`src/hw/amea_cfg.svh`:
```
/*
  timing-free constants for the addressing-mode and effective-address unit:
  opcode field positions, instruction lengths, region limits and reset values.
  assumes it is included by bare name from the package and the design file.
*/
`ifndef AMEA_CFG_SVH
`define AMEA_CFG_SVH

// ==========================================================================
// instruction lengths in bytes
`define AMEA_LEN_ONE 2'h1
`define AMEA_LEN_TWO 2'h2
`define AMEA_LEN_THREE 2'h3

// ==========================================================================
// opcode fields
`define AMEA_BITNUM_LSB 1
`define AMEA_COND_BIT 0
`define AMEA_BITOP_HI 4'h0
`define AMEA_BSC_HI 4'h1
`define AMEA_REL_HI 4'h2
`define AMEA_IMM_HI 4'hA
`define AMEA_DIR_HI 4'hB
`define AMEA_EXT_HI 4'hC
`define AMEA_IX2_HI 4'hD
`define AMEA_IX1_HI 4'hE
`define AMEA_IX_HI 4'hF

// ==========================================================================
// reset values and region limits
`define AMEA_ADDR_RST 16'h0000
`define AMEA_DIRECT_TOP 16'h00FF
`define AMEA_EPROM_LOW_BYTES 16'h0080

`endif

```
`src/hw/amea_pkg.sv`:
```
/*
  types for the addressing-mode and effective-address unit.
  assumes nothing beyond the constants header.
*/
package amea_pkg;
  `include "amea_cfg.svh"

  // ==========================================================================
  // addressing modes
  typedef enum logic [3:0] {
    AMEA_INH = 4'h0,
    AMEA_IMM = 4'h1,
    AMEA_DIR = 4'h2,
    AMEA_EXT = 4'h3,
    AMEA_REL = 4'h4,
    AMEA_IX = 4'h5,
    AMEA_IX1 = 4'h6,
    AMEA_IX2 = 4'h7,
    AMEA_BSC = 4'h8,
    AMEA_BTB = 4'h9
  } amea_mode_t;

  // ==========================================================================
  // decoder states, gray along fetch path
  typedef enum logic [1:0] {
    AMEA_IDLE = 2'b00,
    AMEA_BYTE1 = 2'b01,
    AMEA_BYTE2 = 2'b11,
    AMEA_DONE = 2'b10
  } amea_state_t;
endpackage

```
`src/hw/amea_unit.sv`:
```
/*
  addressing-mode decoder and effective-address generator of an 8-bit core.
  assumes the fetch path presents the opcode, then each following byte, with
  a one-cycle valid strobe each, and supplies the index register and the
  byte read from the direct address for bit tests.
*/
// What this block does
// - bit set/clear: bit number from opcode, address from next byte, 2 bytes.
// - after bit test-and-branch, carry takes the tested bit value.
// - bit test-and-branch is 3 bytes; offset added only when true.
// - immediate mode: byte after opcode is the operand value.
// - direct mode: one byte after opcode is address, 2 bytes long.
// - the direct region spans RAM, I/O and 128 EPROM bytes.
// - extended mode: two bytes after opcode form address, 3 bytes.
// - relative branch adds signed offset only when condition holds.
// - indexed no offset: index register is the address, one byte.
// - indexed 8-bit offset: unsigned index plus unsigned byte, 2 bytes.
// - indexed 16-bit offset: index plus two-byte value, 3 bytes.
// - inherent instructions are one byte, all in the opcode.
`timescale 1ns/1ps
`include "amea_cfg.svh"
module amea_unit
  import amea_pkg::*;
(
  input wire logic CLK,
  input wire logic RESET_N,
  input wire logic OP_VALID,
  input wire logic [7:0] OP_BYTE,
  input wire logic ARG_VALID,
  input wire logic [7:0] ARG_BYTE,
  input wire logic [15:0] PC_IN,
  input wire logic [7:0] INDEX_REG,
  input wire logic BRANCH_COND,
  input wire logic TEST_VALID,
  input wire logic [7:0] TEST_BYTE,
  output logic [3:0] MODE,
  output logic [1:0] INSTR_LEN,
  output logic [15:0] EFFECTIVE_ADDRESS,
  output logic [7:0] OPERAND,
  output logic ADDR_VALID,
  output logic [2:0] BIT_NUM,
  output logic BIT_SET_OP,
  output logic BIT_CLEAR_OP,
  output logic CARRY_LOAD,
  output logic CARRY_VALUE,
  output logic [15:0] NEXT_PC,
  output logic PC_VALID
);

  // ==========================================================================
  // helpers
  // mode from opcode high nibble alone, low bits ignored
  function automatic amea_mode_t decode_mode(input logic [7:0] op);
    logic [3:0] hi;
    hi = op[7:4];
    case (hi)
      `AMEA_BITOP_HI: decode_mode = AMEA_BTB;
      `AMEA_BSC_HI: decode_mode = AMEA_BSC;
      `AMEA_REL_HI: decode_mode = AMEA_REL;
      `AMEA_IMM_HI: decode_mode = AMEA_IMM;
      `AMEA_DIR_HI: decode_mode = AMEA_DIR;
      `AMEA_EXT_HI: decode_mode = AMEA_EXT;
      `AMEA_IX2_HI: decode_mode = AMEA_IX2;
      `AMEA_IX1_HI: decode_mode = AMEA_IX1;
      `AMEA_IX_HI: decode_mode = AMEA_IX;
      default: decode_mode = AMEA_INH;
    endcase
  endfunction

  // length per mode
  function automatic logic [1:0] mode_len(input amea_mode_t m);
    case (m)
      AMEA_EXT, AMEA_IX2, AMEA_BTB: mode_len = `AMEA_LEN_THREE;
      AMEA_IMM, AMEA_DIR, AMEA_REL, AMEA_IX1, AMEA_BSC: mode_len = `AMEA_LEN_TWO;
      default: mode_len = `AMEA_LEN_ONE;
    endcase
  endfunction

  // pc plus instruction length plus sign-extended offset when taken
  function automatic logic [15:0] branch_target(input logic [15:0] pc, input logic [1:0] len,
                                                input logic [7:0] off, input logic take);
    logic [15:0] base;
    base = pc + {14'h0, len};
    branch_target = take ? base + {{8{off[7]}}, off} : base;
  endfunction

  // unsigned index register plus unsigned base, wrapping at 16 bits
  function automatic logic [15:0] index_add(input logic [15:0] base, input logic [7:0] ix);
    index_add = base + {8'h00, ix};
  endfunction

  // ==========================================================================
  // state
  amea_state_t state, next_state;
  amea_mode_t mode_q, next_mode_q;
  logic [7:0] opcode, next_opcode;
  logic [7:0] byte1, next_byte1;
  logic [15:0] pc_q, next_pc_q;
  logic [3:0] next_mode_out;
  logic [1:0] next_len;
  logic [15:0] next_addr;
  logic [7:0] next_operand;
  logic next_addr_valid, next_bit_set, next_bit_clear, next_carry_load, next_carry_value;
  logic [2:0] next_bit_num;
  logic [15:0] next_npc;
  logic next_pc_valid;
  logic tested;

  // next-state and output computation
  always_comb begin
    next_state = state;
    next_mode_q = mode_q;
    next_opcode = opcode;
    next_byte1 = byte1;
    next_pc_q = pc_q;
    next_mode_out = MODE;
    next_len = INSTR_LEN;
    next_addr = EFFECTIVE_ADDRESS;
    next_operand = OPERAND;
    next_addr_valid = 1'b0;
    next_bit_num = BIT_NUM;
    next_bit_set = 1'b0;
    next_bit_clear = 1'b0;
    next_carry_load = 1'b0;
    next_carry_value = CARRY_VALUE;
    next_npc = NEXT_PC;
    next_pc_valid = 1'b0;
    tested = TEST_BYTE[BIT_NUM];
    case (state)
      AMEA_IDLE: begin
        if (OP_VALID) begin
          next_opcode = OP_BYTE;
          next_mode_q = decode_mode(OP_BYTE);
          next_pc_q = PC_IN;
          next_mode_out = decode_mode(OP_BYTE);
          next_len = mode_len(decode_mode(OP_BYTE));
          next_bit_num = OP_BYTE[3:1];
          if (decode_mode(OP_BYTE) == AMEA_IX) begin
            next_addr = {8'h00, INDEX_REG};
            next_addr_valid = 1'b1;
            next_npc = PC_IN + 16'h0001;
            next_pc_valid = 1'b1;
          end else if (decode_mode(OP_BYTE) == AMEA_INH) begin
            next_npc = PC_IN + 16'h0001;
            next_pc_valid = 1'b1;
          end else begin
            next_state = AMEA_BYTE1;
          end
        end
      end
      AMEA_BYTE1: begin
        if (ARG_VALID) begin
          next_byte1 = ARG_BYTE;
          next_state = AMEA_IDLE;
          next_npc = pc_q + {14'h0, `AMEA_LEN_TWO};
          next_pc_valid = 1'b1;
          case (mode_q)
            AMEA_IMM: next_operand = ARG_BYTE;
            AMEA_DIR: begin
              next_addr = {8'h00, ARG_BYTE};
              next_addr_valid = 1'b1;
            end
            AMEA_IX1: begin
              next_addr = index_add({8'h00, ARG_BYTE}, INDEX_REG);
              next_addr_valid = 1'b1;
            end
            AMEA_BSC: begin
              next_addr = {8'h00, ARG_BYTE};
              next_addr_valid = 1'b1;
              next_bit_set = ~opcode[`AMEA_COND_BIT];
              next_bit_clear = opcode[`AMEA_COND_BIT];
            end
            AMEA_REL: begin
              next_npc = branch_target(pc_q, `AMEA_LEN_TWO, ARG_BYTE, BRANCH_COND);
            end
            AMEA_BTB: begin
              next_addr = {8'h00, ARG_BYTE};
              next_addr_valid = 1'b1;
              next_pc_valid = 1'b0;
              next_state = AMEA_BYTE2;
            end
            default: begin
              next_pc_valid = 1'b0;
              next_state = AMEA_BYTE2;
            end
          endcase
        end
      end
      AMEA_BYTE2: begin
        if (ARG_VALID && (mode_q != AMEA_BTB || TEST_VALID)) begin
          next_state = AMEA_IDLE;
          next_npc = pc_q + {14'h0, `AMEA_LEN_THREE};
          next_pc_valid = 1'b1;
          case (mode_q)
            AMEA_EXT: begin
              next_addr = {byte1, ARG_BYTE};
              next_addr_valid = 1'b1;
            end
            AMEA_IX2: begin
              next_addr = index_add({byte1, ARG_BYTE}, INDEX_REG);
              next_addr_valid = 1'b1;
            end
            AMEA_BTB: begin
              // branch on set when cond bit low, on clear when high
              next_npc = branch_target(pc_q, `AMEA_LEN_THREE, ARG_BYTE,
                                       tested ^ opcode[`AMEA_COND_BIT]);
              next_carry_load = 1'b1;
              next_carry_value = tested;
            end
            default: next_pc_valid = 1'b1;
          endcase
        end
      end
      default: next_state = AMEA_IDLE;
    endcase
  end

  // registers
  always_ff @(posedge CLK) begin
    if (!RESET_N) begin
      state <= AMEA_IDLE;
      mode_q <= AMEA_INH;
      opcode <= 8'h00;
      byte1 <= 8'h00;
      pc_q <= `AMEA_ADDR_RST;
      MODE <= 4'h0;
      INSTR_LEN <= 2'h0;
      EFFECTIVE_ADDRESS <= `AMEA_ADDR_RST;
      OPERAND <= 8'h00;
      ADDR_VALID <= 1'b0;
      BIT_NUM <= 3'h0;
      BIT_SET_OP <= 1'b0;
      BIT_CLEAR_OP <= 1'b0;
      CARRY_LOAD <= 1'b0;
      CARRY_VALUE <= 1'b0;
      NEXT_PC <= `AMEA_ADDR_RST;
      PC_VALID <= 1'b0;
    end else begin
      state <= next_state;
      mode_q <= next_mode_q;
      opcode <= next_opcode;
      byte1 <= next_byte1;
      pc_q <= next_pc_q;
      MODE <= next_mode_out;
      INSTR_LEN <= next_len;
      EFFECTIVE_ADDRESS <= next_addr;
      OPERAND <= next_operand;
      ADDR_VALID <= next_addr_valid;
      BIT_NUM <= next_bit_num;
      BIT_SET_OP <= next_bit_set;
      BIT_CLEAR_OP <= next_bit_clear;
      CARRY_LOAD <= next_carry_load;
      CARRY_VALUE <= next_carry_value;
      NEXT_PC <= next_npc;
      PC_VALID <= next_pc_valid;
    end
  end

  // ==========================================================================
  // assertions
  property p_len_matches_mode;
    @(posedge CLK) disable iff (!RESET_N)
    PC_VALID && (MODE == AMEA_EXT || MODE == AMEA_IX2 || MODE == AMEA_BTB)
      |-> INSTR_LEN == `AMEA_LEN_THREE;
  endproperty
  a_len_matches_mode: assert property (p_len_matches_mode) else $error("length not 3");

  property p_inherent_one;
    @(posedge CLK) disable iff (!RESET_N)
    PC_VALID && (MODE == AMEA_INH || MODE == AMEA_IX) |-> INSTR_LEN == `AMEA_LEN_ONE;
  endproperty
  a_inherent_one: assert property (p_inherent_one) else $error("one-byte length wrong");

  property p_carry_btb;
    @(posedge CLK) disable iff (!RESET_N)
    state == AMEA_BYTE2 && mode_q == AMEA_BTB && ARG_VALID && TEST_VALID
      |=> CARRY_LOAD && CARRY_VALUE == $past(tested);
  endproperty
  a_carry_btb: assert property (p_carry_btb) else $error("carry not tested bit");

  property p_direct_page;
    @(posedge CLK) disable iff (!RESET_N)
    ADDR_VALID && (MODE == AMEA_DIR || MODE == AMEA_BSC || MODE == AMEA_IX)
      |-> EFFECTIVE_ADDRESS <= `AMEA_DIRECT_TOP;
  endproperty
  a_direct_page: assert property (p_direct_page) else $error("direct address off page");

  property p_ix1_sum;
    @(posedge CLK) disable iff (!RESET_N)
    state == AMEA_BYTE1 && mode_q == AMEA_IX1 && ARG_VALID
      |=> ADDR_VALID
        && EFFECTIVE_ADDRESS == {8'h00, $past(ARG_BYTE)} + {8'h00, $past(INDEX_REG)};
  endproperty
  a_ix1_sum: assert property (p_ix1_sum) else $error("indexed 8-bit address wrong");

  property p_rel_not_taken;
    @(posedge CLK) disable iff (!RESET_N)
    state == AMEA_BYTE1 && mode_q == AMEA_REL && ARG_VALID && !BRANCH_COND
      |=> PC_VALID && NEXT_PC == $past(pc_q) + 16'h0002;
  endproperty
  a_rel_not_taken: assert property (p_rel_not_taken) else $error("untaken branch");

  property p_bsc_one_op;
    @(posedge CLK) disable iff (!RESET_N)
    !(BIT_SET_OP && BIT_CLEAR_OP);
  endproperty
  a_bsc_one_op: assert property (p_bsc_one_op) else $error("set and clear together");

  property p_ext_done;
    @(posedge CLK) disable iff (!RESET_N)
    OP_VALID && state == AMEA_IDLE && OP_BYTE[7:4] == `AMEA_EXT_HI
      |=> ##[1:300] ADDR_VALID;
  endproperty
  a_ext_done: assert property (p_ext_done) else $error("extended address missing");

  c_btb: cover property (@(posedge CLK) disable iff (!RESET_N) CARRY_LOAD);
  c_bit_set: cover property (@(posedge CLK) disable iff (!RESET_N) BIT_SET_OP);
  c_rel_taken: cover property (@(posedge CLK) disable iff (!RESET_N)
    state == AMEA_BYTE1 && mode_q == AMEA_REL && ARG_VALID && BRANCH_COND);
endmodule

```
`config.mk`:
```
export PLATFORM = sky130hd
export DESIGN_NAME = amea_unit
export DESIGN_NICKNAME = d
export VERILOG_FILES = /design/src/hw/amea_pkg.sv /design/src/hw/amea_unit.sv
export VERILOG_INCLUDE_DIRS = /design/src /design/src/hw
export SDC_FILE = /design/constraint.sdc
export NUM_CORES = 1
export LEC_CHECK = 0
export BUFFER_PORTS_ARGS = -buffer_cell sky130_fd_sc_hd__buf_2
export CAP_MARGIN = 20
export CORE_ASPECT_RATIO = 1.1
export CORE_MARGIN = 10
export CORE_UTILIZATION = 55
export CTS_BUF_LIST = sky130_fd_sc_hd__clkbuf_4
export DETAILED_ROUTE_END_ITERATION = 12
export MAX_ROUTING_LAYER = met4
export PLACE_DENSITY = 0.81
export SETUP_SLACK_MARGIN = 0.2
export SYNTH_ARGS = -nofsm -noshare
export SYNTH_HDL_FRONTEND = slang
export SYNTH_SLANG_ARGS = --single-unit
```
`constraint.sdc`:
```
create_clock -name CLK -period 10.4 [get_ports CLK]
set_input_delay 2.08 -clock CLK [delete_from_list [all_inputs] [get_ports CLK]]
set_output_delay 2.08 -clock CLK [all_outputs]
set_load 0.05 [all_outputs]
```
Yosys cells after proc, flatten, opt, wreduce, memory -nomap -nowiden
Memories as Yosys holds them, arrays and structs flattened. A register that Yosys moved wholly into a read port is not among the register bits.
Index checks and enable logic that the tools add are counted.
{"block": "word_totals", "n_memories": 6, "output_inout_bits": 55, "romBits": 352, "elab_cells": 120, "ff_bits": 76}
{"block": "op_classes", "bitwise": 2, "reduce_logical": 21, "mux": 48, "add_sub_neg": 7, "n_eq_ne": 21, "magnitude_cmp": 1}
{"name": "(name not given)", "depth": 16, "word_bits": 4, "rd": 1, "rd_clocked_by_memory_dff": 1, "write_ports": 0, "line_no": "amea_unit.sv:56", "source": "case (hi)"}
{"name": "(name not given)", "depth": 16, "word_bits": 4, "rd": 1, "rd_clocked_by_memory_dff": 1, "write_ports": 0, "line_no": "amea_unit.sv:56"}
{"name": "(name not given)", "depth": 16, "word_bits": 4, "rd": 1, "rd_clocked_by_memory_dff": 0, "write_ports": 0, "line_no": "amea_unit.sv:56"}
{"name": "(name not given)", "depth": 16, "word_bits": 4, "rd": 1, "rd_clocked_by_memory_dff": 0, "write_ports": 0, "line_no": "amea_unit.sv:56"}
{"name": "(name not given)", "depth": 16, "word_bits": 4, "rd": 1, "rd_clocked_by_memory_dff": 0, "write_ports": 0, "line_no": "amea_unit.sv:56"}
{"name": "(name not given)", "depth": 16, "word_bits": 2, "rd": 1, "rd_clocked_by_memory_dff": 1, "write_ports": 0, "line_no": "amea_unit.sv:72", "source": "case (m)"}
{"op": "16-bit 2-to-1 mux", "count": 13}
{"op": "16-bit case mux with 3 select lines", "count": 2}
{"op": "16-bit case mux with 2 select lines", "count": 2}
{"op": "16-bit adder", "count": 2}
{"op": "16-bit by 2-bit adder with 16-bit output, second input constant", "count": 2}
{"op": "4-bit 2-to-1 mux", "count": 7}
{"op": "16-bit by 1-bit adder with 16-bit output, second input constant", "count": 1}
{"op": "16-bit by 8-bit adder with 16-bit output", "count": 1}
{"op": "4-bit by 3-bit equality test with 1-bit output, second input constant", "count": 4}
{"op": "1-bit 2-to-1 mux", "count": 14}
{"op": "2-bit 2-to-1 mux", "count": 6}
{"op": "2-bit != test, second input constant", "count": 6}
{"op": "5-bit AND reduction", "count": 2}
{"op": "8-bit by 8-bit adder with 9-bit output", "count": 1}
{"op": "3-bit AND reduction", "count": 3}
{"op": "4-bit by 2-bit equality test with 1-bit output, second input constant", "count": 2}
{"op": "4-bit equality test, second input constant", "count": 2}
{"op": "7-bit AND reduction", "count": 1}
{"op": "3-bit != test, second input constant", "count": 2}
{"op": "1-bit case mux with 3 select lines", "count": 2}
{"op": "2-bit case mux with 3 select lines", "count": 1}
{"op": "5-bit OR reduction", "count": 1}
{"op": "4-bit by 1-bit equality test with 1-bit output, second input constant", "count": 1}
{"op": "4-bit logical NOT", "count": 1}
{"op": "18 further kinds", "count": 21}

Logic depth before layout (Yosys ltp)
An unclocked memory read counts as a cell.
{"block": "depth", "ltp_word": 12, "depth_mapped": 15, "depth_no_buf": 14}

Worst setup path after synthesis
No wires, ideal clock.
{"block": "synth_path", "path_type": "in2reg", "from": "input port OP_BYTE[6]", "to": "register NEXT_PC[9]", "path_buffers": 2, "slack_ps": 5949, "path_stages": 13, "arrival_ps": 4314, "path_cell_list": "clkbuf_1 > nor2_1 > a22oi_1 > inv_1 > ha_1 > nand2_1 > nor2_1 > a21o_1 > a211o_1 > a211o_1 > buf_2 > o21ai_0 > a41oi_1"}
{"block": "synth_between", "elab_chain_len": 7, "elab_cells_between_ends": 14}
{"item": "start, declared", "line_no": "amea_unit.sv:28", "source": "input wire logic [7:0] OP_BYTE,"}
{"item": "memory read 16 x 4 bit"}
{"item": "4-bit 2-to-1 mux, on equally long branches", "line_no": "amea_unit.sv:131, amea_unit.sv:138"}
{"item": "4-bit 2-to-1 mux, on equally long branches", "line_no": "amea_unit.sv:129, amea_unit.sv:131"}
{"item": "4-bit by 3-bit equality test with 1-bit output / 4-bit 2-to-1 mux (equally long branches)", "line_no": "amea_unit.sv:138, amea_unit.sv:129"}
{"item": "16-bit 2-to-1 mux / 4-bit logical NOT (equally long branches)", "line_no": "amea_unit.sv:138, amea_unit.sv:143"}
{"item": "16-bit 2-to-1 mux / 3-bit != test (equally long branches)"}
{"item": "16-bit case mux with 3 select lines / 5-bit AND reduction (equally long branches)"}
{"item": "end signal, assigned", "line_no": "amea_unit.sv:236", "source": "NEXT_PC <= `AMEA_ADDR_RST;"}
{"item": "end signal, assigned", "line_no": "amea_unit.sv:254", "source": "NEXT_PC <= next_npc;"}
{"item": "end, declared", "line_no": "amea_unit.sv:46", "source": "output logic [15:0] NEXT_PC,"}
Several ways; a longest one is shown, not always the timed one. The select of a mux whose other input is x is not followed.
A chain may end at the register's enable or synchronous reset.

Worst setup path after layout
{"block": "layout_path", "from": "input port OP_BYTE[4]", "to": "register NEXT_PC[11]"}
The elaborated chain is that of the path after synthesis.

==> reports/metrics.yaml <==
run_status:
  status: "complete, no violations"
critical_path:
  crit_chain: "buf_2, nand2b_1, xnor2_1, a22oi_1, inv_1, ha_1, or3b_2, a21oi_1, a211o_1, a211o_1, o21ai_0, and4b_1, a31oi_1"
  crit_buf_inv: 2
  worstPathMaxFanout: 25
  cp-end-kind: "flip-flop"
  critPathMostFrequentCell: "a211o_1"
  path_class: "primary input to flip-flop"
  max_stage_delay_ps: 680
  crit_required_ps: 10780
  crit_family: "compound AO/OA/AOI/OAI gates"
  cp.arrival_ps: 5060
  cp_slowest_cell: "a211o_1"
  critPathLaunchType: "primary input"
place:
  place_ws_ps: 5320
  portBuffers: 108
  place_congestion: 0.969
  dpl.hpwl_mm: 15.7
  dp_cells: 1109
grt:
  antenna_found_initial: 2
  overflow: 0
  grt.busiest_layer: "met2"
  met2_usage_pct: 38.3
  met1_usage_pct: 28.9
  grt_max_degree: 56
  grt_pass1_wl_mm: 33.5
  grt_pass1_vias: 6644
  met3_usage_pct: 5.38
  track_usage_pct: 24.3
synthesis:
  synth_common_cells: "nand2_1, a21oi_1, dfxtp_1, nor2_1, ha_1"
  synth_top_area_cell: "dfxtp_1"
  syn_avg_cell_area_sq_um: 7.62
  synth.most_common_cell: "nand2_1"
  yosys_warnings: 0
  synthCells: 887
  synth_seq_cells: 82
  ys_types: 79
  yosysSeqAreaShare_pct: 24.3
  synthTopCellsByArea: "dfxtp_1, ha_1, nand2_1"
  synth_ff_type: "dfxtp_1"
  netlist_area_sq_um: 6760
  syn-num-nets: 992
  synth_edf_count: 0
  synth_top_cell_area_share_pct: 24.3
  async_flop_share_pct: 0
clock_tree:
  cts_root_buf: "clkbuf_4"
  numCtsBuffers: 9
  clock_path_buffers: 2
  clock-sinks: 82
  tritoncts: "done"
  cts_max_level: 3
  cts_hold_buf: 0
  path_clk_slew_ps: 140
  cts_setup_buffers: 0
  ctsResizeCount: 0
  clk_latency_ps: 480
route:
  wl_per_cell_microns: 18.4
  drc: 0
  wirelength_mm: 20.7
  ant_nets: 0
  drtPass1Iterations: 7
  first_iter_violations: 568
  num_vias: 6957
  drt-vias-per-instance: 6.18
pwr:
  internal_power_mw: 0.530
  powerDensity_nw_per_um2: 121
  vdd_ir_drop_max_uv: 99.4
  clkPwrFrac_pct: 21.9
  sequentialPowerShare_pct: 39.8
  total_leakage_power_nw: 3.31
  p_switching_mw: 0.375
  combPwrFrac_pct: 38.3
  p_total_mw: 0.904
  p_sw_share_pct: 41.4
sta:
  finalSetupTns_ps: 0
  hold-worst-slack_ps: 469
  maxSlewViolCount: 0
  setup_slack_ps: 5710
  max_slew_margin_pct: 27.5
  hold_violations: 0
  post-route-period-util_pct: 45.1
  finalClockSkew_ps: 16.9
  setup_viol: 0
  min_period_ps: 4690
  rsz0062_at_grt: "false"
  max_freq_ghz: 0.213
  worstMarginPinSlew_ps: 1080
cells_and_area:
  drive_gt1_share_pct: 14.9
  fin_cells: 1126
  num-nets-final: 1071
  fillers: 1101
  area_growth_pct: 10.5
floorplanning:
  die_area_sq_um: 17100
  die_h_microns: 136
  initial_core_util_pct: 56.2
  rows: 42
  die_w_microns: 126
  core_sq_um: 12000
  ios: 109
worst_hold_path:
  hold_path_class: "flip-flop to flip-flop"
run:
  maxCapViolCount: 0
## cells by family after synthesis
kind of cell	synth area share, %
mux	4.07
simple gates	23.8
compound gates	23.8
buf+inv	4.31
xor+xnor	9.98
flops	24.3
fa+ha+maj	9.77
## power groups by stage
stage	Sequential (mW)	Combinational [mW]	Clock, mW
6_report	0.360	0.347	0.198
5_1_grt	0.362	0.379	0.209
4_1_cts	0.359	0.342	0.198
3_5_place_dp	0.366	0.341	0
3_3_place_gp	0.366	0.336	0
2_1_floorplan	0.402	0.216	0
## per-layer routing
metal | share of wire [%] | up-vias
li1 | - | 3369
met1 | 42 | 3277
met2 | 47 | 253
met3 | 6.8 | 58
met4 | 4.0 | 0
met5 | 0 | -
## state kept, by name, indices dropped and copies added, names as in the netlist
name	cells
EFFECTIVE_ADDRESS	16
NEXT_PC	16
pc_q	16
OPERAND	8
byte1	8
MODE	4
BIT_NUM	3
INSTR_LEN	2
state	2
ADDR_VALID	1
BIT_CLEAR_OP	1
BIT_SET_OP	1
CARRY_LOAD	1
CARRY_VALUE	1
PC_VALID	1
opcode	1
## worst paths after layout
kind / startpoint / endpoint / slack [ps] / cells past startpoint
worst min-delay path: INSTR_LEN[1]$_SDFFE_PN0P_ / INSTR_LEN[1]$_SDFFE_PN0P_ / 470 / 2
worst max register to register: pc_q[1]$_SDFFE_PN0P_ / NEXT_PC[15]$_SDFFE_PN0P_ / 6190 / 13
worst max-delay path: OP_BYTE[4] / NEXT_PC[11]$_SDFFE_PN0P_ / 5710 / 13
worst min register to register: INSTR_LEN[1]$_SDFFE_PN0P_ / INSTR_LEN[1]$_SDFFE_PN0P_ / 470 / 2
## worst reg2reg max path: cells and delay by family, from the launching register on
kind	cells	cell delay (ps)
fa+ha+maj	2	500
compound gates	5	2060
simple gates	3	390
flops	1	510
xor+xnor	1	200
mux	1	320
buf+inv	1	180
## per-stage QoR
stage | utilization [%] | instance area [sq um]
floorplan | - | 6760
global placement | 60.9 | 7330
detailed placement | 60.9 | 7330
CTS | 62.0 | 7460
global route | 62.1 | 7470
finish | 62.1 | 7470
## area by class of cell
class | count | area (sq um) | area share, %
clock buffers | 10 | 75.1 | 1.01
multi-input cells | 734 | 4830 | 64.6
repair buffers | 112 | 571 | 7.64
well taps | 154 | 193 | 2.58
flip-flops and latches | 82 | 1640 | 22.0
inverters | 27 | 101 | 1.36
clock inverters | 5 | 55.1 | 0.737
diodes | 2 | 5.00 | 0.0670
## cell usage in the layout (no fill, tap or decap), types with 11 or more instances in the layout
cell type and n:
a211oi_1 20, a21oi_1 87, nand2_1 137, nor3_1 18, nor2_1 79, xnor2_1 39, xor2_1 38, dfxtp_1 82
mux2i_1 14, inv_1 25, nand3_1 31, nand4_1 11, buf_2 108, o21ai_0 39, ha_1 48
Power figures use the tool's default switching activity.
